`src/hw/mtp_pkg.sv`:
```
// Shared constants and helpers for the motor thermal protection block
package mtp_pkg;

  // ==========================================================
  // Terminal function codes
  localparam logic [7:0] FUNC_SECOND = 8'h03;   // Second function select
  localparam logic [7:0] FUNC_RELAY = 8'h07;    // External thermal relay
  localparam logic [7:0] FUNC_PTC = 8'h3f;      // Thermistor on auxiliary terminal
  localparam logic [7:0] FUNC_NONE = 8'hff;     // No function assigned
  localparam logic [7:0] FUNC_AUX_DEF = 8'h04;  // Ordinary auxiliary function
  localparam logic [7:0] OUT_PRE_POS = 8'h08;   // Prealarm, active high
  localparam logic [7:0] OUT_PRE_NEG = 8'h6c;   // Prealarm, active low

  // ==========================================================
  // Setting widths, reset values and the disable marker
  localparam int SEL_W = 8;
  localparam int MOTOR_W = 14;
  localparam int RATED_W = 16;
  localparam logic [MOTOR_W-1:0] MOTOR_RST = 14'h0000;
  localparam logic [MOTOR_W-1:0] MOTOR_OFF = 14'h270f;  // 9999 disables
  localparam logic [RATED_W-1:0] RATED_OFF = 16'h270f;  // 9999 invalid
  localparam logic [RATED_W-1:0] RATED_ZERO = 16'h0000;

  // ==========================================================
  // Thermal accumulator thresholds
  localparam int ACC_FRAC = 16;                 // Fraction bits under the rating
  localparam int ACC_W = RATED_W + ACC_FRAC;
  localparam int PRE_PCT = 85;
  localparam int TRIP_PCT = 100;

  // ==========================================================
  // Thermistor classification and persistence timing
  localparam logic [15:0] PTC_NORMAL_MAX_OHM = 16'h01f4;  // 500 ohm
  localparam logic [15:0] PTC_OVERHEAT_OHM = 16'h0fa0;    // 4000 ohm
  typedef enum {PTC_NORMAL, PTC_BOUNDARY, PTC_OVERHEAT} mtp_ptc_e;
  localparam int PTC_HOLD_S = 10;
  localparam int MCLK_HZ = 25000000;
  localparam int PTC_HOLD_CYCLES = PTC_HOLD_S * MCLK_HZ;

  // ==========================================================
  // Accepted applied-motor codes
  function automatic logic mtp_motor_code_ok(input logic [MOTOR_W-1:0] code);
    case (code)
      14'd0, 14'd1, 14'd2, 14'd3, 14'd4, 14'd5, 14'd6, 14'd7, 14'd8,
      14'd13, 14'd14, 14'd15, 14'd16, 14'd17, 14'd18,
      14'd20, 14'd23, 14'd24, 14'd30, 14'd33, 14'd34,
      14'd40, 14'd43, 14'd44, 14'd50, 14'd53, 14'd54: mtp_motor_code_ok = 1'b1;
      default: mtp_motor_code_ok = 1'b0;
    endcase
  endfunction

endpackage

```
`src/hw/mtp_protect.sv`:
```
// Motor thermal protection: thermal compare, relay and thermistor faults
// Operation
// - Second select makes second settings valid
// - Second select on dedicated terminal; code 3 adds it on other terminals
// - Prealarm at 85 percent of active rating
// - Trip and stop output at 100 percent
// - Prealarm alone never stops the output
// - Prealarm drives outputs selected 8 or 108
// - External relay active stops output, flags fault
// - External relay taken from inputs with code 7
// - Thermistor needs code 63 and switch set
// - Overheat held over 10 s trips
// - Classify thermistor normal, boundary, overheat
// - Switch set without code: aux function off
// - Code set, switch ordinary: permanent overheat
// - Applied motor resets 0, accepts listed codes
// - Second motor resets 9999, which disables it
// - Vector control also selects motor constants
// - Second select uses second rated current
// - Active rating zero disables motor protection only
// - Reset clears thermal state and faults
`timescale 1ns/1ps
module mtp_protect
  import mtp_pkg::*;
#(
  parameter int NUM_IN = 12,
  parameter int NUM_OUT = 7,
  parameter int SEC_TERM = 0,
  parameter int PTC_HOLD = mtp_pkg::PTC_HOLD_CYCLES
) (
  // Clock and reset
  input wire logic mclk,
  input wire logic rst_b,
  // Input terminal pins and function selection writes
  input wire logic [NUM_IN-1:0] inTermPin,
  input wire logic inSelWr,
  input wire logic [3:0] inSelIdx,
  input wire logic [mtp_pkg::SEL_W-1:0] inSelData,
  // Auxiliary terminal and thermistor
  input wire logic auxTermPin,
  input wire logic auxSelWr,
  input wire logic [mtp_pkg::SEL_W-1:0] auxSelData,
  input wire logic ptcModeSwitch,
  input wire logic [15:0] ptcOhms,
  // Output terminal function selection
  input wire logic [NUM_OUT*mtp_pkg::SEL_W-1:0] outSel,
  // Rated current settings
  input wire logic [mtp_pkg::RATED_W-1:0] firstRated,
  input wire logic [mtp_pkg::RATED_W-1:0] secondRated,
  input wire logic [mtp_pkg::RATED_W-1:0] transistorLimit,
  // Heat sources
  input wire logic [15:0] motorHeat,
  input wire logic [15:0] motorCool,
  input wire logic [15:0] transHeat,
  input wire logic [15:0] transCool,
  // Applied motor settings
  input wire logic motorWr,
  input wire logic [mtp_pkg::MOTOR_W-1:0] motorData,
  input wire logic motor2Wr,
  input wire logic [mtp_pkg::MOTOR_W-1:0] motor2Data,
  input wire logic vectorCtrl,
  // Status
  output logic secondFuncActive,
  output logic [mtp_pkg::RATED_W-1:0] activeRated,
  output logic thermalPrealarm,
  output logic motorThermalTrip,
  output logic transistorThermalTrip,
  output logic externalThermalFault,
  output logic thermistorFault,
  output logic outputStop,
  output logic [1:0] ptcClass,
  output logic auxFuncActive,
  output logic [mtp_pkg::SEL_W-1:0] auxFuncCode,
  output logic [NUM_OUT-1:0] outTerm,
  // Applied motor status
  output logic [mtp_pkg::MOTOR_W-1:0] appliedMotor,
  output logic [mtp_pkg::MOTOR_W-1:0] secondAppliedMotor,
  output logic [mtp_pkg::MOTOR_W-1:0] thermalCurveSel,
  output logic [mtp_pkg::MOTOR_W-1:0] motorConstSel,
  output logic motorConstValid
);
  import mtp_pkg::*;

  // ==========================================================
  // Pin synchronisers
  logic [NUM_IN-1:0] inMeta_ff, inSync_ff;
  logic auxMeta_ff, auxSync_ff;
  logic swMeta_ff, swSync_ff;

  // Two flops per pin; only the second stage is read
  always_ff @(posedge mclk or negedge rst_b) begin
    if (!rst_b) begin
      inMeta_ff <= '0;
      inSync_ff <= '0;
      auxMeta_ff <= 1'b0;
      auxSync_ff <= 1'b0;
      swMeta_ff <= 1'b0;
      swSync_ff <= 1'b0;
    end else begin
      inMeta_ff <= inTermPin;
      inSync_ff <= inMeta_ff;
      auxMeta_ff <= auxTermPin;
      auxSync_ff <= auxMeta_ff;
      swMeta_ff <= ptcModeSwitch;
      swSync_ff <= swMeta_ff;
    end
  end

  // ==========================================================
  // Terminal function selections
  logic [SEL_W-1:0] inSel_ff [NUM_IN];
  logic [SEL_W-1:0] nxt_inSel [NUM_IN];
  logic [SEL_W-1:0] auxSel_ff, nxt_auxSel;

  // Writes land on the addressed terminal; out-of-range index is ignored
  always_comb begin
    for (int i = 0; i < NUM_IN; i++) begin
      nxt_inSel[i] = inSel_ff[i];
      if (inSelWr && (int'(inSelIdx) == i)) begin
        nxt_inSel[i] = inSelData;
      end
    end
    nxt_auxSel = auxSelWr ? auxSelData : auxSel_ff;
  end

  // Second select starts on its dedicated terminal
  always_ff @(posedge mclk or negedge rst_b) begin
    if (!rst_b) begin
      for (int i = 0; i < NUM_IN; i++) begin
        inSel_ff[i] <= (i == SEC_TERM) ? FUNC_SECOND : FUNC_NONE;
      end
      auxSel_ff <= FUNC_AUX_DEF;
    end else begin
      for (int i = 0; i < NUM_IN; i++) begin
        inSel_ff[i] <= nxt_inSel[i];
      end
      auxSel_ff <= nxt_auxSel;
    end
  end

  // ==========================================================
  // Input function decode
  logic secLevel;              // Second select from any terminal holding its code
  logic relayLevel;            // External relay from any terminal holding its code
  logic ptcCoded, ptcMode, ptcEnabled, ptcStuck;

  // Several terminals with the same code are OR-ed together
  always_comb begin
    secLevel = 1'b0;
    relayLevel = 1'b0;
    for (int i = 0; i < NUM_IN; i++) begin
      if (inSel_ff[i] == FUNC_SECOND) begin
        secLevel = secLevel | inSync_ff[i];
      end
      if (inSel_ff[i] == FUNC_RELAY) begin
        relayLevel = relayLevel | inSync_ff[i];
      end
    end
    ptcCoded = (auxSel_ff == FUNC_PTC);
    ptcMode = swSync_ff;
    ptcEnabled = ptcCoded && ptcMode;
    ptcStuck = ptcCoded && !ptcMode;
  end

  // ==========================================================
  // Applied motor settings
  logic [MOTOR_W-1:0] motor_ff, nxt_motor;
  logic [MOTOR_W-1:0] motor2_ff, nxt_motor2;

  // Codes outside the list, other than 9999 for the second motor, are dropped and the old value stays
  always_comb begin
    nxt_motor = motor_ff;
    nxt_motor2 = motor2_ff;
    if (motorWr && mtp_motor_code_ok(motorData)) begin
      nxt_motor = motorData;
    end
    if (motor2Wr && (mtp_motor_code_ok(motor2Data) || (motor2Data == MOTOR_OFF))) begin
      nxt_motor2 = motor2Data;
    end
  end

  always_ff @(posedge mclk or negedge rst_b) begin
    if (!rst_b) begin
      motor_ff <= MOTOR_RST;
      motor2_ff <= MOTOR_OFF;
    end else begin
      motor_ff <= nxt_motor;
      motor2_ff <= nxt_motor2;
    end
  end

  // ==========================================================
  // Active setting selection
  logic useSecondRated;
  logic useSecondMotor;
  logic [RATED_W-1:0] ratedSel;
  logic [MOTOR_W-1:0] curveSel;

  // A second setting of 9999 leaves the first in force even with the select on
  always_comb begin
    useSecondRated = secLevel && (secondRated != RATED_OFF);
    useSecondMotor = secLevel && (motor2_ff != MOTOR_OFF);
    ratedSel = useSecondRated ? secondRated : firstRated;
    curveSel = useSecondMotor ? motor2_ff : motor_ff;
  end

  // ==========================================================
  // Thermal accumulators
  logic motorEnable;
  logic motorPre, motorHit, transPre, transHit;

  // A zero rating turns motor protection off; the transistor path stays on
  assign motorEnable = (ratedSel != RATED_ZERO);

  mtp_accum #(.W(ACC_W)) u_motor_acc (
    .mclk(mclk),
    .rst_b(rst_b),
    .enable(motorEnable),
    .heatIn(motorHeat),
    .coolIn(motorCool),
    .level(ratedSel),
    .prealarm(motorPre),
    .reached(motorHit)
  );

  mtp_accum #(.W(ACC_W)) u_trans_acc (
    .mclk(mclk),
    .rst_b(rst_b),
    .enable(1'b1),
    .heatIn(transHeat),
    .coolIn(transCool),
    .level(transistorLimit),
    .prealarm(transPre),
    .reached(transHit)
  );

  // ==========================================================
  // Thermistor classification and persistence
  mtp_ptc_e ptcCls;
  logic ptcHot;
  logic [31:0] ptcCnt_ff, nxt_ptcCnt;

  // Boundary band never counts in thermistor mode; only a true overheat reading does
  always_comb begin
    if (ptcOhms < PTC_NORMAL_MAX_OHM) begin
      ptcCls = PTC_NORMAL;
    end else if (ptcOhms < PTC_OVERHEAT_OHM) begin
      ptcCls = PTC_BOUNDARY;
    end else begin
      ptcCls = PTC_OVERHEAT;
    end
    ptcHot = ptcStuck || (ptcEnabled && (ptcCls == PTC_OVERHEAT));
    if (!ptcHot) begin
      nxt_ptcCnt = '0;          // Any break restarts the persistence window
    end else if (ptcCnt_ff <= 32'(PTC_HOLD)) begin
      nxt_ptcCnt = ptcCnt_ff + 32'h00000001;
    end else begin
      nxt_ptcCnt = ptcCnt_ff;   // Holds once past the limit
    end
  end

  always_ff @(posedge mclk or negedge rst_b) begin
    if (!rst_b) begin
      ptcCnt_ff <= '0;
    end else begin
      ptcCnt_ff <= nxt_ptcCnt;
    end
  end

  // ==========================================================
  // Fault latches and status
  logic thm_ff, nxt_thm;
  logic tht_ff, nxt_tht;
  logic oht_ff, nxt_oht;
  logic ptcF_ff, nxt_ptcF;
  logic pre_ff, nxt_pre;

  // Faults hold until reset so the stop cannot release on its own
  always_comb begin
    nxt_thm = thm_ff || (motorEnable && motorHit);
    nxt_tht = tht_ff || transHit;
    nxt_oht = oht_ff || relayLevel;
    nxt_ptcF = ptcF_ff || (ptcCnt_ff > 32'(PTC_HOLD));
    nxt_pre = motorPre || transPre;
  end

  always_ff @(posedge mclk or negedge rst_b) begin
    if (!rst_b) begin
      thm_ff <= 1'b0;
      tht_ff <= 1'b0;
      oht_ff <= 1'b0;
      ptcF_ff <= 1'b0;
      pre_ff <= 1'b0;
    end else begin
      thm_ff <= nxt_thm;
      tht_ff <= nxt_tht;
      oht_ff <= nxt_oht;
      ptcF_ff <= nxt_ptcF;
      pre_ff <= nxt_pre;
    end
  end

  // ==========================================================
  // Outputs
  logic [NUM_OUT-1:0] nxt_out, out_ff;

  // Prealarm is absent from the stop term on purpose
  assign outputStop = thm_ff || tht_ff || oht_ff || ptcF_ff;

  // Output terminals carry the prealarm in either polarity
  always_comb begin
    for (int j = 0; j < NUM_OUT; j++) begin
      case (outSel[j*SEL_W +: SEL_W])
        OUT_PRE_POS: nxt_out[j] = pre_ff;
        OUT_PRE_NEG: nxt_out[j] = !pre_ff;
        default: nxt_out[j] = 1'b0;
      endcase
    end
  end

  always_ff @(posedge mclk or negedge rst_b) begin
    if (!rst_b) begin
      out_ff <= '0;
    end else begin
      out_ff <= nxt_out;
    end
  end

  assign outTerm = out_ff;
  assign secondFuncActive = secLevel;
  assign activeRated = ratedSel;
  assign thermalPrealarm = pre_ff;
  assign motorThermalTrip = thm_ff;
  assign transistorThermalTrip = tht_ff;
  assign externalThermalFault = oht_ff;
  assign thermistorFault = ptcF_ff;
  assign ptcClass = (ptcCls == PTC_OVERHEAT) ? 2'h2 : ((ptcCls == PTC_BOUNDARY) ? 2'h1 : 2'h0);
  // In thermistor mode the ordinary aux function is forced off
  assign auxFuncActive = ptcMode ? 1'b0 : auxSync_ff;
  assign auxFuncCode = auxSel_ff;
  assign appliedMotor = motor_ff;
  assign secondAppliedMotor = motor2_ff;
  assign thermalCurveSel = curveSel;
  // Motor constants follow the same code only under vector control
  assign motorConstSel = vectorCtrl ? curveSel : MOTOR_RST;
  assign motorConstValid = vectorCtrl;
endmodule

```
`src/hw/mtp_accum.sv`:
```
// Saturating thermal accumulator with prealarm and trip compares
`timescale 1ns/1ps
module mtp_accum
  import mtp_pkg::*;
#(
  parameter int W = mtp_pkg::ACC_W
) (
  // Clock and reset
  input wire logic mclk,
  input wire logic rst_b,
  // Heating and cooling
  input wire logic enable,
  input wire logic [15:0] heatIn,
  input wire logic [15:0] coolIn,
  input wire logic [mtp_pkg::RATED_W-1:0] level,
  // Results
  output logic prealarm,
  output logic reached
);
  import mtp_pkg::*;

  // ==========================================================
  // State
  logic [W-1:0] acc_ff;        // Accumulated heat
  logic [W-1:0] nxt_acc;
  logic pre_ff, nxt_pre;
  logic hit_ff, nxt_hit;
  logic [W:0] sum;             // One spare bit to see overflow
  logic [W-1:0] full;          // Trip level in accumulator units
  logic [W+7:0] accScaled;
  logic [W+7:0] preScaled;

  // Heat only while protection is on; cooling always runs
  always_comb begin
    sum = {1'b0, acc_ff} + {{(W-15){1'b0}}, (enable ? heatIn : 16'h0000)};
    full = {level, {ACC_FRAC{1'b0}}};
    if (sum[W]) begin
      nxt_acc = {W{1'b1}};      // Saturate high
    end else if (sum[W-1:0] > {{(W-16){1'b0}}, coolIn}) begin
      nxt_acc = sum[W-1:0] - {{(W-16){1'b0}}, coolIn};
    end else begin
      nxt_acc = '0;             // Saturate at empty
    end
    accScaled = {8'h00, acc_ff} * (W+8)'(TRIP_PCT);
    preScaled = {8'h00, full} * (W+8)'(PRE_PCT);
    nxt_pre = enable && (accScaled >= preScaled);
    nxt_hit = enable && (acc_ff >= full);
  end

  // Register state; reset clears the heat memory
  always_ff @(posedge mclk or negedge rst_b) begin
    if (!rst_b) begin
      acc_ff <= '0;
      pre_ff <= 1'b0;
      hit_ff <= 1'b0;
    end else begin
      acc_ff <= nxt_acc;
      pre_ff <= nxt_pre;
      hit_ff <= nxt_hit;
    end
  end

  assign prealarm = pre_ff;
  assign reached = hit_ff;
endmodule

```
`config.mk`:
```
export PLATFORM = sky130hd
export DESIGN_NAME = mtp_protect
export DESIGN_NICKNAME = d
export VERILOG_FILES = /design/src/hw/mtp_pkg.sv /design/src/hw/mtp_protect.sv /design/src/hw/mtp_accum.sv
export SDC_FILE = /design/constraint.sdc
export NUM_CORES = 1
export LEC_CHECK = 0
export BUFFER_PORTS_ARGS = -buffer_cell sky130_fd_sc_hd__buf_2
export CORE_MARGIN = 3
export CORE_UTILIZATION = 38
export CTS_BUF_LIST = sky130_fd_sc_hd__clkbuf_4
export DETAILED_ROUTE_END_ITERATION = 8
export RECOVER_POWER = 50
export SYNTH_ARGS = -nofsm -noshare
export SYNTH_HDL_FRONTEND = slang
export SYNTH_SLANG_ARGS = --single-unit
```
`constraint.sdc`:
```
create_clock -name mclk -period 12.6 [get_ports mclk]
set_input_delay 1.26 -clock mclk [delete_from_list [all_inputs] [get_ports mclk]]
set_output_delay 1.26 -clock mclk [all_outputs]
set_load 0.02 [all_outputs]
```
==> impl_results.md <==
* Setup crit end kind: asynchronous set/reset pin
* Compound-Gate Fraction of Synth Area at 0.1392
* #FFs+latches synth at 272
* Tot GR Track Use at 0.1795
* Max Fanout on Critical Path at 160
* Sequential area share after synthesis at 0.2388
* CTS clk-pin slew, worst paths at 0.06 ns
* Die Y at 282.4 um
* Reg2reg setup slack at 3.81 ns
* Post-synth EDFFs at 0
* Max-cap violations at 3
* Relative slew margins at -2.989
* Synth Area in Adders at 0.2800
* Share of the synthesized area in the top cell type at 0.2069
* Post-synthesis simple-gate area fraction at 0.1412
* Most used DFF post-synth: dfrtp_1
* Largest net degree at the start of global routing at 161
* Setup bufs post-CTS at 0
* Clock insertion delay at the later pin of the skew report at 0.80 ns
* R2R depth at 33
* Crit path from: rst_b
* Worst Setup Start Kind: input pin
* R2R Path End: u_motor_acc.prealarm
* Max Freq at 112.8 MHz
* CTS tree: built
* Number of H-tree levels at 3
* Port bufs at 348
* CP arrival at 8.83 ns
* Crit path depth at 2
* Wire length per cell at 15.76 um
* Io pins at 351
* Status: finished, violations left
* RSZ-0062 raised after global routing: no
* Slowest cell on crit path: clkbuf_1
* Worst-Margin Slew at 5.984 ns
* Final setup vio count at 0
* R2r startpoint: inSel_ff[11]
* Root Buffer: clkbuf_4
* Vias in the first global route at 22780
* Crit path kind: input pin to asynchronous set/reset pin
* Final slew viol count at 309
* PostCTS Resize Cnt at 0
* Critical path, cell by cell: clkbuf_1, clkbuf_2
* Synth area leaders: ha_1 21%, dfrtp_1 15%, dfstp_2 9.0%
* Post-synth cell types at 94
* DR DRC count at 0
* Remaining Overflow, GRT at 0
* Post-Route Setup TNS at 0 ns
* Die span in x at 282.4 um
* Synth Instances at 3186
* Clk buf depth at 3
* Xor/xnor cell area share of the yosys netlist at 0.06484
* Synth warnings at 0
* DRT Wirelength at 72.55 mm
* Crit path time final at 8.862 ns
* End-of-flow core utilization at 0.4379
* Synthesized area per cell at 9.110 um2
* Hold Crit Class: flop to flop
* Worst setup path end: u_trans_acc.acc_ff[6]
* FP Rows at 100
* Global-route wire length before repair at 116.1 mm
* Skew final at 0.05572 ns
* Final period util at 0.7033
* Initial Util at 0.3866
* Synth-to-Final Area Change at 13.26%
* Post-Syn Area at 29020 um2
* Post-synthesis mux area share at 0.05764
* Post-route ant nets at 0
* Largest area contributor in the netlist: ha_1
* Clk sink count at 272
* Failing checks: capacitance limit, slew limit
* Post-synth ARST share at 1.000
* Fin area at 32870 um2
* Initial antenna violation count at 5
* DP Area at 31850 um2
* NumNets Final at 4411
* # hold bufs at CTS at 0
* Routability cong. at 0.8695
* Post-synthesis net count at 4025
* Vias per cell at 5.033
* Most frequent cell after synthesis: inv_1
* WP data required at 12.56 ns
* Pre-antenna DRT Iters at 5
* Via count at 23170
* Top delay family on crit path: buffers and inverters
* Final hold vios at 0
* TritonCTS Buffers at 79
* Commonest cells post-synth: 543 x inv_1, 480 x ha_1, 173 x dfrtp_1, 161 x a21oi_1, 156 x nor2_1
* Share of post-route cells with drive strength above 1 at 0.2140
* Total core area at 75070 um2
* Largest family of logic cells by synthesized area: adder cells
* CP bufs+invs at 2
* Crit path largest cell delay at 4.09 ns
* Iter 0 DRT Violations at 920
* DP Wirelength at 59.60 mm
* Die footprint at 79730 um2
[layer usage]
| metal | part of all wire | track usage | up-vias |
|---|---|---|---|
| li1 | - | - | 11840 |
| met1 | 0.46 | 0.2302 | 10810 |
| met2 | 0.48 | 0.3158 | 434 |
| met3 | 0.042 | 0.02682 | 84 |
| met4 | 0.019 | 0.04667 | 0 |
| met5 | 0 | 0 | - |
[state kept, by name, indices dropped and copies added, names as in the netlist, 7 cells and up]
name and cells:
auxFuncCode 8, u_motor_acc.acc_ff 32, inSel_ff 96, u_trans_acc.acc_ff 32, inSync_ff 12, secondAppliedMotor 14, ptcCnt_ff 32, appliedMotor 14
outTerm 7, inMeta_ff 12
[kinds of logic (layout without fill, tap and decap cells)]
logic type,after synthesis,after routing
AOI/OAI and AO/OA,619,619
xor gates and xnor gates,214,214
adders and majority gates,586,586
buffers and inverters,594,1038
DFF,272,272
muxes,149,149
other,0,4
and+or+nand+nor,752,752
[worst register-to-register path: cells and delay by family, from the launching register on]
family | cells | cell delay, ns
simple gates | 11 | 3.17
fa+ha+maj | 6 | 2.23
compound gates | 9 | 1.93
flops | 1 | 0.52
mux | 1 | 0.37
buf+inv | 5 | 0.36
xor+xnor | 1 | 0.17
[cell type report]
class                   count  area, um2
inverters                 543       2038
diodes                      4      10.01
multi-input cells        2320      19840
well taps                 969       1212
fillers                  7471      42200
repair buffers            356       1789
clock inverters            22      171.4
flip-flops and latches    272       6930
clock buffers             117      878.3
[placed cells by master (no fill, tap or decap), types with 106 or more instances in the layout]
cell type and instances:
o21ai_0 135, a21oi_1 161, clkbuf_4 117, buf_2 343
fa_1 106, xnor2_1 128, nor2_1 156, inv_1 543
ha_1 480, mux2_2 134, dfrtp_1 173, nand2_1 122
[worst min-delay path by stage]
stage / start / end / slack (ns) / depth (start not counted)
2_1_floorplan: auxMeta_ff / auxSync_ff / 0.33 / 0
3_3_place_gp: auxMeta_ff / auxSync_ff / 0.33 / 0
3_5_place_dp: auxMeta_ff / auxSync_ff / 0.33 / 0
4_1_cts: inMeta_ff[9] / inSync_ff[9] / 0.34 / 0
5_1_grt: inMeta_ff[9] / inSync_ff[9] / 0.34 / 0
6_report: inMeta_ff[3] / inSync_ff[3] / 0.34 / 0
[stage by stage]
| stage | hold slack (ns) | instances | setup WS, ns |
|---|---|---|---|
| floorplan | 0.3312 | 3186 | 4.322 |
| global placement | 0.3335 | 4460 | 3.266 |
| detailed placement | 0.3347 | 4460 | 3.171 |
| CTS | 0.3439 | 4599 | 3.765 |
| global route | 0.3403 | 4603 | 2.037 |
| finish | 0.3400 | 4603 | 3.738 |
Power is left out: the tool's default activity adds up to more than one toggle a clock period on the data nets, which glitch-free logic cannot reach.
